$ cat config.mk
export PLATFORM = sky130hd
export DESIGN_NAME = bstr_regs
export DESIGN_NICKNAME = d
export VERILOG_FILES = /design/src/design/bstr_pkg.sv /design/src/design/bstr_regs.sv
export SDC_FILE = /design/constraint.sdc
export NUM_CORES = 1
export LEC_CHECK = 0
export BUFFER_PORTS_ARGS = -buffer_cell sky130_fd_sc_hd__buf_2
export CAP_MARGIN = 20
export CORE_MARGIN = 2
export CORE_UTILIZATION = 56
export DETAILED_ROUTE_END_ITERATION = 10
export PLACE_DENSITY = 0.83
export RECOVER_POWER = 100
export SYNTH_ARGS = -nofsm -noshare
export SYNTH_HDL_FRONTEND = slang
export SYNTH_SLANG_ARGS = --single-unit
export TNS_END_PERCENT = 20
$ cat constraint.sdc
create_clock -name MCLK -period 2.1 [get_ports MCLK]
set_input_delay 0.105 -clock MCLK [delete_from_list [all_inputs] [get_ports MCLK]]
set_output_delay 0.105 -clock MCLK [all_outputs]
set_load 0.02 [all_outputs]
$ cat src/design/bstr_pkg.sv
package bstr_pkg;

  // *****************************************************
  // register sizes
  // *****************************************************
  localparam int BSTR_BYP_LEN = 1;
  localparam int BSTR_BSR_LEN = 256;
  localparam int BSTR_ID_LEN  = 32;
  localparam int BSTR_IR_LEN  = 3;

  // *****************************************************
  // instruction codes
  // *****************************************************
  localparam logic [2:0] BSTR_INS_EXTEST = 3'h0;
  localparam logic [2:0] BSTR_INS_IDCODE = 3'h1;
  localparam logic [2:0] BSTR_INS_SAMPLE = 3'h2;
  localparam logic [2:0] BSTR_INS_CLAMP  = 3'h3;
  localparam logic [2:0] BSTR_INS_HIGHZ  = 3'h4;
  localparam logic [2:0] BSTR_INS_BYPASS = 3'h7;

  // *****************************************************
  // identification code fields (values are arbitrary)
  // *****************************************************
  localparam logic [3:0]  BSTR_ID_VERSION = 4'h0;
  localparam logic [15:0] BSTR_ID_PART    = 16'h0001;
  localparam logic [10:0] BSTR_ID_MAKER   = 11'h001;
  localparam logic        BSTR_ID_LSB     = 1'b1;
  localparam int          BSTR_ID_LSB_POS   = 0;
  localparam int          BSTR_ID_MAKER_POS = 1;
  localparam int          BSTR_ID_PART_POS  = 12;
  localparam int          BSTR_ID_VER_POS   = 28;
  localparam logic [31:0] BSTR_ID_CODE =
    {BSTR_ID_VERSION, BSTR_ID_PART, BSTR_ID_MAKER, BSTR_ID_LSB};

  // *****************************************************
  // reset and capture values
  // *****************************************************
  localparam logic [BSTR_BSR_LEN-1:0] BSTR_BSR_RST = '0;
  localparam logic                    BSTR_BYP_CAPTURE = 1'b0;

  // *****************************************************
  // selected data register
  // *****************************************************
  typedef enum logic [2:0] {
    BSTR_SEL_BYP = 3'b001,
    BSTR_SEL_BSR = 3'b010,
    BSTR_SEL_ID  = 3'b100
  } bstr_sel_type;

endpackage

$ cat src/design/bstr_regs.sv
module bstr_regs
(
  input  wire logic                              MCLK,
  input  wire logic                              RESET_N,
  input  wire logic                              TEST_SHIFT_CLOCK,
  input  wire logic                              TEST_SERIAL_IN,
  input  wire logic [bstr_pkg::BSTR_IR_LEN-1:0]  INSTRUCTION,
  input  wire logic                              TAP_RESET_STATE,
  input  wire logic                              TAP_CAPTURE_DR,
  input  wire logic                              TAP_SHIFT_DR,
  input  wire logic                              TAP_UPDATE_DR,
  input  wire logic [bstr_pkg::BSTR_BSR_LEN-1:0] BOUNDARY_PINS,
  output logic                                   TEST_SERIAL_OUT,
  output logic                                   TEST_SERIAL_OUT_EN,
  output logic [bstr_pkg::BSTR_BSR_LEN-1:0]      BOUNDARY_PARALLEL,
  output logic [bstr_pkg::BSTR_ID_LEN-1:0]       ID_PARALLEL
);

  import bstr_pkg::*;

  // *****************************************************
  // test clock and input synchronisers
  // *****************************************************
  logic [2:0]              tck_r;
  logic [2:0]              tck_nxt;
  logic [1:0]              tdi_r;
  logic [1:0]              tdi_nxt;
  logic [BSTR_BSR_LEN-1:0] pins1_r;
  logic [BSTR_BSR_LEN-1:0] pins2_r;
  logic [BSTR_BSR_LEN-1:0] pins1_nxt;
  logic [BSTR_BSR_LEN-1:0] pins2_nxt;
  logic                    tck_rise;
  logic                    tck_fall;

  always_comb
  begin
    tck_nxt = {tck_r[1:0], TEST_SHIFT_CLOCK};
    tdi_nxt = {tdi_r[0], TEST_SERIAL_IN};
    pins1_nxt = BOUNDARY_PINS;
    pins2_nxt = pins1_r;
  end

  always_ff @(posedge MCLK or negedge RESET_N)
  begin
    if (!RESET_N)
    begin
      tck_r   <= 3'h0;
      tdi_r   <= 2'h0;
      pins1_r <= BSTR_BSR_RST;
      pins2_r <= BSTR_BSR_RST;
    end
    else
    begin
      tck_r   <= tck_nxt;
      tdi_r   <= tdi_nxt;
      pins1_r <= pins1_nxt;
      pins2_r <= pins2_nxt;
    end
  end

  // edges seen only from the second and third stages
  assign tck_rise = tck_r[1] & ~tck_r[2];
  assign tck_fall = ~tck_r[1] & tck_r[2];

  // *****************************************************
  // register selection
  // *****************************************************
  // test-logic-reset wins over whatever instruction is held
  function automatic bstr_sel_type pick_reg(
    input logic [BSTR_IR_LEN-1:0] ins,
    input logic                   tlr
  );
    bstr_sel_type pick;
    pick = BSTR_SEL_BYP;
    if (tlr)
      pick = BSTR_SEL_ID;
    else
    begin
      case (ins)
        BSTR_INS_IDCODE: pick = BSTR_SEL_ID;
        BSTR_INS_EXTEST,
        BSTR_INS_SAMPLE: pick = BSTR_SEL_BSR;
        // clamp, highz, bypass and the spare codes
        default:         pick = BSTR_SEL_BYP;
      endcase
    end
    return pick;
  endfunction

  bstr_sel_type sel;

  assign sel = pick_reg(INSTRUCTION, TAP_RESET_STATE);

  // *****************************************************
  // shift stages
  // *****************************************************
  logic                    byp_r;
  logic                    byp_nxt;
  logic [BSTR_BSR_LEN-1:0] bsr_r;
  logic [BSTR_BSR_LEN-1:0] bsr_nxt;
  logic [BSTR_ID_LEN-1:0]  id_r;
  logic [BSTR_ID_LEN-1:0]  id_nxt;

  always_comb
  begin
    byp_nxt = byp_r;
    bsr_nxt = bsr_r;
    id_nxt  = id_r;
    if (tck_rise && TAP_CAPTURE_DR)
    begin
      unique case (sel)
        BSTR_SEL_BYP: byp_nxt = BSTR_BYP_CAPTURE;
        BSTR_SEL_BSR: bsr_nxt = pins2_r;
        BSTR_SEL_ID:  id_nxt  = BSTR_ID_CODE;
      endcase
    end
    else if (tck_rise && TAP_SHIFT_DR)
    begin
      // only the selected register moves
      unique case (sel)
        BSTR_SEL_BYP: byp_nxt = tdi_r[1];
        BSTR_SEL_BSR: bsr_nxt = {tdi_r[1], bsr_r[BSTR_BSR_LEN-1:1]};
        BSTR_SEL_ID:  id_nxt  = {tdi_r[1], id_r[BSTR_ID_LEN-1:1]};
      endcase
    end
  end

  always_ff @(posedge MCLK or negedge RESET_N)
  begin
    if (!RESET_N)
    begin
      byp_r <= 1'b0;
      bsr_r <= BSTR_BSR_RST;
      id_r  <= BSTR_ID_CODE;
    end
    else
    begin
      byp_r <= byp_nxt;
      bsr_r <= bsr_nxt;
      id_r  <= id_nxt;
    end
  end

  // *****************************************************
  // parallel output latches and serial output
  // *****************************************************
  logic [BSTR_BSR_LEN-1:0] bsr_par_r;
  logic [BSTR_BSR_LEN-1:0] bsr_par_nxt;
  logic [BSTR_ID_LEN-1:0]  id_par_r;
  logic [BSTR_ID_LEN-1:0]  id_par_nxt;
  logic                    tdo_r;
  logic                    tdo_nxt;
  logic                    tdo_en_r;
  logic                    tdo_en_nxt;
  logic                    sel_lsb;

  // serial output source: the lsb of the selected register
  always_comb
  begin
    sel_lsb = 1'b0;
    unique case (sel)
      BSTR_SEL_BYP: sel_lsb = byp_r;
      BSTR_SEL_BSR: sel_lsb = bsr_r[0];
      BSTR_SEL_ID:  sel_lsb = id_r[0];
    endcase
  end

  always_comb
  begin
    bsr_par_nxt = bsr_par_r;
    id_par_nxt  = id_par_r;
    tdo_nxt     = tdo_r;
    tdo_en_nxt  = tdo_en_r;
    if (TAP_RESET_STATE)
      id_par_nxt = BSTR_ID_CODE;
    else if (tck_fall && TAP_UPDATE_DR)
    begin
      if (sel == BSTR_SEL_BSR)
        bsr_par_nxt = bsr_r;
      if (sel == BSTR_SEL_ID)
        id_par_nxt = id_r;
    end
    if (tck_fall)
    begin
      // serial output changes on the falling test clock
      tdo_en_nxt = TAP_SHIFT_DR;
      tdo_nxt    = sel_lsb;
    end
  end

  always_ff @(posedge MCLK or negedge RESET_N)
  begin
    if (!RESET_N)
    begin
      bsr_par_r <= BSTR_BSR_RST;
      id_par_r  <= BSTR_ID_CODE;
      tdo_r     <= 1'b0;
      tdo_en_r  <= 1'b0;
    end
    else
    begin
      bsr_par_r <= bsr_par_nxt;
      id_par_r  <= id_par_nxt;
      tdo_r     <= tdo_nxt;
      tdo_en_r  <= tdo_en_nxt;
    end
  end

  assign TEST_SERIAL_OUT    = tdo_r;
  assign TEST_SERIAL_OUT_EN = tdo_en_r;
  assign BOUNDARY_PARALLEL  = bsr_par_r;
  assign ID_PARALLEL        = id_par_r;

endmodule

==> flow_summary.yaml, run 1 <==
worst_setup_path:
  crit_type: "register to register"
  crit_path_start_kind: "register"
  reg2regPathDepth: 5
  rr_startpoint: "tck_r[1]"
  crit_path_start: "tck_r[1]"
  crit_required_ns: 2.62
  cp_max_fo: 29
  cp-end-kind: "register"
  crit_arrival_ns: 2.54
timing:
  final.setup.tns_ns: 0
  hold_ws_ns: -0.0295
  finalSetupViolCount: 0
  min_period_ns: 2.02
  period_share_pct: 96.0
  finClkSkew_ns: 0.0257
  rsz0062_at_grt: "no"
  worstMarginPinSlew_ns: 1.34
  hold_viol: 8
  maxSlewHeadroom_pct: 10.9
  slew_viol_final: 0
  timing.fmax_mhz: 496
cts:
  numCtsBuffers: 103
  cts.clk_slew.worst_paths_ns: 0.07
  cts_root_buf: "clkbuf_16"
  clockBufferDepth: 3
  clk_latency_ns: 0.66
  h-tree-depth: 3
  cts_resized: 0
  cts_tree: "done"
  cts_sinks: 1096
routing:
  drt-initial-drc-count: 1581
  post_drt_wl_per_cell_um: 25.0
  ant_nets: 0
  drcViolationCount: 0
  routed_via_density: 5.46
  num_vias: 22200
  wl_um: 102000
  first_pass_iters: 5
final_layout:
  drive_above_1_share_pct: 33.1
  finalNetCount: 3365
  n_fill_cell: 4049
  syn_to_final_growth_pct: 25.8
  instances_no_fill: 4058
yosys:
  yosysSeqAreaShare_pct: 72.4
  async_reset_ff_share_pct: 100
  syn_inst: 2183
  synth_cell_types: 28
  synth_top_area_share_pct: 72.0
  synth_edf_count: 0
  avgSynthCellArea_um2: 17.4
  synth_top_family_by_area: "multiplexers"
  synthFlopType: "dfrtp_1"
  syn_nets: 2450
  synth-seq-cells: 1096
  syn_area_um2: 37900
  synth_compound_area_share_pct: 0.921
  yosysTopAreaCell: "dfrtp_1"
  synth_fa_ha_area_share_pct: 0
  yosys-top-cells-area: "dfrtp_1, mux2_2, mux2_1"
  yosys_warnings: 0
  synth-xor-area-share_pct: 0
  muxShareOfSynthArea_pct: 23.7
  synthSimpleGateAreaFrac_pct: 1.07
place:
  dp.cells: 3603
  dp_hpwl_um: 57400
  gp_congestion: 0.847
  io_buffers: 556
grt:
  grt-ovfl-total: 0
  first_global_vias: 25400
  grt_pass1_wl_um: 155000
  grt_usage_pct: 29.4
  antenna_found_initial: 8
  grt_max_degree: 71
die:
  rows: 95
  core_um2: 67000
  dieWidth_um: 264
  start_util_pct: 56.5
  fp.dieH_um: 264
  die_area_um2: 69800
  ioPinCount: 557
pwr:
  power.total_uw: 47300
  vdd_drop_max_uv: 720
  pwr_density_cell_nw_per_um2: 993
  p_leak_uw: 0.0231
job:
  cap_violations: 0
outcome:
  violations: "negative hold slack"
  outcome: "finished, violations left"
worst_hold_path:
  hold_class: "input pin to async pin"
-- layer usage --
layer  wire length, µm  share of wire (%)  track usage (%)
met3              6110                6.0             6.73
met5                13              0.013                0
met1             36500                 36             33.5
met2             53500                 53             51.6
met4              5530                5.4             15.8
-- layout make-up --
class                      instances  area [µm²]  share of cell area, %
timing repair buffer             919        5750                   12.1
antenna                            7        17.5                 0.0368
sequential                      1096       27400                   57.6
multi-input combinational        949        9760                   20.5
clock buffer                     140        2900                   6.08
tap                              873        1090                   2.29
clock inverter                    45         601                   1.26
inverter                          29         109                  0.228
-- cell usage in the layout (no fill, tap or decap), drive strengths merged, types with 7 or more instances in the layout --
master       count
nand2           31
inv             34
diode            7
buf            218
nand3           35
o21ai           32
mux2i           28
bufinv          11
mux2           774
a21oi           30
dlygate4sd3    263
clkinv          23
dfrtp         1090
clkbuf         577
-- kinds of logic (layout without fill, tap and decap cells) --
logic type / Yosys count / after routing
compound gates: 65 / 65
buf+inv: 138 / 1133
flops: 1096 / 1096
mux: 802 / 802
other cells: 0 / 7
simple gates: 82 / 82
-- through the flow --
stage          worst slack [ns]  util, %  instance area (µm²)
4_1_cts                   0.117     72.5                48600
2_1_floorplan             0.269        -                37900
6_report                 0.0841     71.1                47700
3_5_place_dp              0.147     63.3                42400
3_3_place_gp              0.175     63.3                42400
5_1_grt                  0.0137     71.1                47700
-- repair_timing --
item	CTS	global route
hold buffers	263	0
buffers inserted	0	0
hold endpoints to repair	884	0
-- flip-flops by register name, indices dropped and copies added, names as in the netlist --
signal and flops:
BOUNDARY_PARALLEL 256, ID_PARALLEL 32, TEST_SERIAL_OUT 1, TEST_SERIAL_OUT_EN 1, bsr_r 256, byp_r 1
id_r 32, pins1_r 256, pins2_r 256, tck_r 3, tdi_r 2
-- worst max-delay path, cell delays in order, from the launching register on --
cell and delay, ns:
dfrtp_1 0.42, nand3b_1 0.15, buf_12 0.25, buf_4 0.29, mux2_1 0.39, mux2_1 0.35
-- where the power goes --
group,switching (µW),leakage [µW],internal (µW)
registers,1160,0.0140,22700
clock network,8390,0.00171,11100
logic,2060,0.00747,1900
total,11600,0.0231,35700
-- synth_stat cells (all sizes together) (2+ instances only) --
cell type / number
dfrtp: 1090
mux2: 774
buf: 82
nand3: 35
o21ai: 32
nand2: 31
a21oi: 30
inv: 29
mux2i: 28
clkbuf: 27
dfstp: 6
nand2b: 4
nor3b: 3
and2: 2
nand3b: 2
-- path summary, 6_finish.rpt --
path,endpoint,slack (ns)
worst max register to register,bsr_r[41],0.08
max in group asynchronous,BOUNDARY_PARALLEL[5],0.24
worst min register to register,pins2_r[33],0.33
min in group MCLK,TEST_SERIAL_OUT,0.03
worst min-delay path,pins1_r[242],-0.03
worst max-delay path,bsr_r[41],0.08
No activity file was read; power rests on OpenSTA's default activity.
==> inputs of run 2 (changes only) <==
--- a/config.mk
+++ b/config.mk
@@ -7,8 +7,10 @@
 export LEC_CHECK = 0
 export BUFFER_PORTS_ARGS = -buffer_cell sky130_fd_sc_hd__buf_2
 export CAP_MARGIN = 20
-export CORE_MARGIN = 2
-export CORE_UTILIZATION = 56
+export CELL_PAD_IN_SITES_DETAIL_PLACEMENT = 1
+export CELL_PAD_IN_SITES_GLOBAL_PLACEMENT = 2
+export CORE_MARGIN = 4
+export CORE_UTILIZATION = 41
 export DETAILED_ROUTE_END_ITERATION = 10
 export PLACE_DENSITY = 0.83
 export RECOVER_POWER = 100
==> constraint.sdc (replaced) <==
create_clock -name MCLK -period 2.1 [get_ports MCLK]
set_input_delay 0.105 -clock MCLK [delete_from_list [all_inputs] [get_ports MCLK]]
set_output_delay 0.105 -clock MCLK [all_outputs]
set_load 0.1 [all_outputs]
==> run 2 against run 1 <==
  * The run ends with max-capacitance violations, max-slew violations left
  * Cell area is 2.8% higher
  * First-iteration DRC count is 35% lower
  * Sequential share of layout area is 1.6 points lower
  * Critical path depth stayed put
  * Worst setup slack worse by 0.040 ns
  * Clock skew is 0.00050 ns lower
  * Cell count is 8.4% higher
  * Global-route usage is 7.5 points lower
==> flow_summary.yaml, run 2 (synthesis results as in run 1) <==
worst_setup_path:
  crit_path_max_incr_delay_ns: 0.43
  crit_chain: "nand3b_1, buf_12, buf_12, mux2_2, mux2_1"
  crit_arrival_ns: 2.61
  cp_max_fo: 28
  cp_top_family: "multiplexers"
  crit_path_start_kind: "register"
  crit_slowest_cell: "dfrtp_1"
  crit_required_ns: 2.65
  cp.buffers_inverters: 2
  cp-end-kind: "register"
  cp_common_cell: "buf_12"
  crit_type: "register to register"
routing:
  post_drt_wl_per_cell_um: 24.2
  drt-initial-drc-count: 1034
  num_vias: 21800
  wl_um: 107000
  drcViolationCount: 0
  first_pass_iters: 4
  routed_via_density: 4.96
  ant_nets: 0
place:
  io_buffers: 556
  place_area_um2: 42700
  dp_hpwl_um: 65100
  pre_cts_ws_ns: -0.000602
  gp_congestion: 0.789
timing:
  finClkSkew_ns: 0.0252
  worstMarginPinSlew_ns: 1.90
  period_share_pct: 97.9
  maxSlewHeadroom_pct: -26.5
  slew_viol_final: 9
  fin_ws_ns: 0.0438
  hold_viol: 0
  finalSetupViolCount: 0
  min_period_ns: 2.06
  timing.fmax_mhz: 486
  rsz0062_at_grt: "no"
die:
  ioPinCount: 557
  dieWidth_um: 312
  fp.dieH_um: 312
  start_util_pct: 41.3
  rows: 111
  die_area_um2: 97400
  core_um2: 91700
cts:
  cts_tree: "done"
  post_cts_buffers: 0
  cts_sinks: 1096
  cts.clk_slew.worst_paths_ns: 0.07
  h-tree-depth: 3
  clockBufferDepth: 3
  cts_root_buf: "clkbuf_16"
  numCtsBuffers: 112
  clk_latency_ns: 0.70
pwr:
  power.share.combinational_pct: 10.9
  pwr-share-seq_pct: 47.2
  pwr-share-clk_pct: 41.9
  p_switching_uw: 13400
  vdd_drop_max_uv: 731
  power.total_uw: 50600
  swShare_pct: 26.5
  pwr_density_cell_nw_per_um2: 1030
  p_leak_uw: 0.0244
  intPower_uw: 37200
final_layout:
  syn_to_final_growth_pct: 29.3
  final_common_cell: "dfrtp_1"
  finalNetCount: 3375
  final_cell_mix: "dfrtp_1, mux2_2, clkbuf_2, dlygate4sd3_1, buf_2"
  n_fill_cell: 8694
  drive_above_1_share_pct: 43.4
  design_area_um2: 49000
grt:
  antenna_found_initial: 11
  grt_max_degree: 101
  grt_pass1_wl_um: 164000
  grt-ovfl-total: 0
  first_global_vias: 25700
  grt_usage_pct: 21.9
outcome:
  violations: "max-capacitance violations, max-slew violations"
  outcome: "finished, violations left"
job:
  cap_violations: 1
worst_hold_path:
  hold_class: "input pin to register"
-- run 2: worst reg2reg max path, cell delays in order (launching register included) --
cell and delay (ns):
dfrtp_1 0.43, nand3b_1 0.23, buf_12 0.24, buf_12 0.25, mux2_2 0.40, mux2_1 0.37
-- run 2: power by group through the flow --
stage | Combinational, µW | Sequential, µW | Clock (µW)
floorplan | 1770 | 25500 | 0
global placement | 4930 | 24100 | 0
detailed placement | 5120 | 24200 | 0
CTS | 5580 | 23800 | 21400
global route | 5880 | 24000 | 22600
finish | 5490 | 23900 | 21200
-- run 2: path summary, 6_finish.rpt --
path	startpoint	endpoint	slack (ns)	depth (start not counted)
setup reg to reg	tck_r[1]	bsr_r[249]	0.04	5
min in group asynchronous	RESET_N	BOUNDARY_PARALLEL[242]	1.26	3
hold / removal	BOUNDARY_PINS[221]	pins1_r[221]	0.05	2
max in group asynchronous	RESET_N	pins1_r[8]	0.11	3
hold reg to reg	pins1_r[158]	pins2_r[158]	0.33	0
setup / recovery	tck_r[1]	bsr_r[249]	0.04	5
-- run 2: layout make-up --
type                       instances  area [µm²]  share of cell area [%]
clock inverter                    54         683                    1.39
tap                             1186        1480                    3.03
clock buffer                     158        3260                    6.64
inverter                          29         109                   0.222
multi-input combinational        949        9770                    19.9
sequential                      1096       27400                    56.0
timing repair buffer             920        6270                    12.8
antenna                            7        17.5                  0.0357
-- run 2: metal layers --
metal  track usage [%]  part of all wire [%]  up-vias
met5                 0                 0.033        -
met4              8.45                   4.0        6
met3              3.83                   3.6      228
met2              41.0                    55      558
met1              25.0                    38    11600
li1                  -                     -     9394
-- run 2: through the flow --
step	hold slack, ns	cells	setup TNS, ns	util [%]
global route	0.0132	4397	0	53.5
finish	0.0453	4399	0	53.5
detailed placement	0.0921	3912	-0.000954	46.6
floorplan	-0.191	2183	0	-
global placement	0.0841	3912	0	46.6
CTS	0.00162	4391	0	53.8
-- run 2: repair_timing --
| item | in CTS | in global routing |
|---|---|---|
| pin swaps | 0 | 1 |
| hold endpoints to repair | 897 | 0 |
| gates cloned | 0 | 1 |
| gates resized for setup | 1 | 4 |
| endpoints found under the setup margin | 43 | 57 |
| hold buffers | 267 | 0 |
==> inputs of run 3 (changes only) <==
==> constraint.sdc (replaced) <==
create_clock -name MCLK -period 2.1 [get_ports MCLK]
set_input_delay 0 -clock MCLK [delete_from_list [all_inputs] [get_ports MCLK]]
set_output_delay 0 -clock MCLK [all_outputs]
set_load 0.1 [all_outputs]
==> run 3 against run 2 <==
  * Register-to-register slack improved by 0.02 ns
  * Maximum frequency grew 0.95%
  * Largest power group unchanged
  * Non-clock buffer count rose by 243
  * Sequential share of layout area is 2.6 points lower
  * The flow still finishes with violations (max-capacitance violations, max-slew violations)
==> flow_summary.yaml, run 3 (synthesis results as in run 1) <==
outcome:
  outcome: "finished, violations left"
  violations: "max-capacitance violations, max-slew violations"
routing:
  first_pass_iters: 4
  drt-initial-drc-count: 1118
  num_vias: 23100
  drcViolationCount: 0
  post_drt_wl_per_cell_um: 26.0
  routed_via_density: 4.98
  wl_um: 121000
  ant_nets: 0
final_layout:
  instances_no_fill: 4637
  multi_input_area_um2: 9760
  n_fill_cell: 8624
  finalNetCount: 3616
  final_common_cell: "dfrtp_1"
  drive_above_1_share_pct: 39.8
  syn_to_final_growth_pct: 35.6
  seqCellArea_um2: 27400
  final_cell_mix: "dfrtp_1, mux2_2, dlygate4sd3_1, clkbuf_2, buf_2"
pwr:
  pwr_density_cell_nw_per_um2: 993
  p_leak_uw: 0.0255
  power.total_uw: 51000
  vdd_drop_max_uv: 916
worst_setup_path:
  cp_num_cells: 5
  crit_path_start: "tck_r[1]"
  cp-end-kind: "register"
  cp_max_fo: 34
  crit_path_max_incr_delay_ns: 0.42
  cp-endpoint: "bsr_r[155]"
  crit_path_start_kind: "register"
  crit_chain: "nand3b_1, buf_12, buf_16, mux2_2, mux2_1"
  rr_startpoint: "tck_r[1]"
  crit_required_ns: 2.65
  reg2reg_slack_ns: 0.06
  cp.buffers_inverters: 2
  crit_slowest_cell: "dfrtp_1"
  crit_arrival_ns: 2.59
  reg2regPathDepth: 5
  cp_top_family: "multiplexers"
  rr_endpoint: "bsr_r[155]"
  crit_type: "register to register"
timing:
  hold_ws_ns: 0.0404
  finClkSkew_ns: 0.0227
  timing.fmax_mhz: 491
  period_share_pct: 97.0
  worstMarginPinSlew_ns: 1.66
  hold_viol: 0
  slew_viol_final: 162
  finalSetupViolCount: 0
  maxSlewHeadroom_pct: -10.5
  min_period_ns: 2.04
grt:
  first_global_vias: 27800
  grt_max_degree: 133
  grt_pass1_wl_um: 183000
  grt-ovfl-total: 0
  antenna_found_initial: 11
  grt_usage_pct: 24.9
die:
  start_util_pct: 41.3
  dieWidth_um: 312
  core_um2: 91700
  fp.dieH_um: 312
  die_area_um2: 97400
  ioPinCount: 557
  rows: 111
place:
  gp_congestion: 0.785
  dp.cells: 3904
  dp_hpwl_um: 64800
  io_buffers: 556
cts:
  cts.clk_slew.worst_paths_ns: 0.06
  clk_latency_ns: 0.70
  clockBufferDepth: 3
  cts_root_buf: "clkbuf_16"
  cts_tree: "done"
  h-tree-depth: 3
  numCtsBuffers: 110
  cts_sinks: 1096
worst_hold_path:
  hold_depth: 2
  hold_class: "input pin to register"
job:
  cap_violations: 2
## run 3: cell types whose count changed in the layout (fill, tap and decap cells not counted), sizes merged
| cell | delta |
|---|---|
| inv | -5 |
| clkdlybuf4s25 | +1 |
| dlygate4sd3 | +252 |
| bufinv | +1 |
| clkinv | +7 |
| clkinvlp | -6 |
| diode | +3 |
| clkbuf | -60 |
| buf | +45 |
## run 3: final cells by class
type / count / share of cell area (%)
flip-flops and latches: 1096 / 53.4
multi-input cells: 949 / 19.0
repair buffers: 1163 / 17.0
clock buffers: 153 / 6.18
well taps: 1186 / 2.89
clock inverters: 51 / 1.25
inverters: 29 / 0.212
diodes: 10 / 0.0487
## run 3: worst min-delay path by stage
stage / slack, ns / to / from
floorplan: -0.30 / BOUNDARY_PARALLEL[0] / RESET_N
global placement: -0.02 / bsr_r[42] / RESET_N
detailed placement: -0.03 / bsr_r[42] / RESET_N
CTS: 0.003 / pins1_r[211] / BOUNDARY_PINS[211]
global route: 0.02 / pins1_r[10] / BOUNDARY_PINS[10]
finish: 0.04 / pins1_r[10] / BOUNDARY_PINS[10]
## run 3: per-stage QoR
stage	worst slack, ns	setup TNS, ns	util [%]	instance area (µm²)
final	0.0632	0	56.0	51400
after global routing	-0.00686	-0.00686	56.0	51400
after CTS	0.0714	0	56.5	51800
after detailed placement	0.0993	0	46.6	42700
after global placement	0.145	0	46.6	42700
after floorplan	0.269	0	-	37900
## run 3: repair_timing
action,CTS,global route
endpoints found under the setup margin,0,3
hold endpoints to repair,1281,1
buffers inserted,0,0
gates resized for setup,0,3
hold buffers,518,1
## run 3: report_power, final
group	internal (µW)	total (µW)	switching (µW)	leakage (µW)
combinational	2260	5930	3680	0.00962
sequential	22700	24000	1240	0.0140
clock	12300	21100	8820	0.00190
## run 3: layer usage
| layer | global-route usage, % | wire length [µm] | part of all wire, % | vias up |
|---|---|---|---|---|
| met5 | 0 | 27 | 0.022 | - |
| met4 | 12.1 | 6610 | 5.5 | 4 |
| met3 | 3.97 | 4050 | 3.4 | 317 |
| met2 | 46.4 | 66100 | 55 | 625 |
| met1 | 27.4 | 43800 | 36 | 12300 |
| li1 | - | - | - | 9880 |
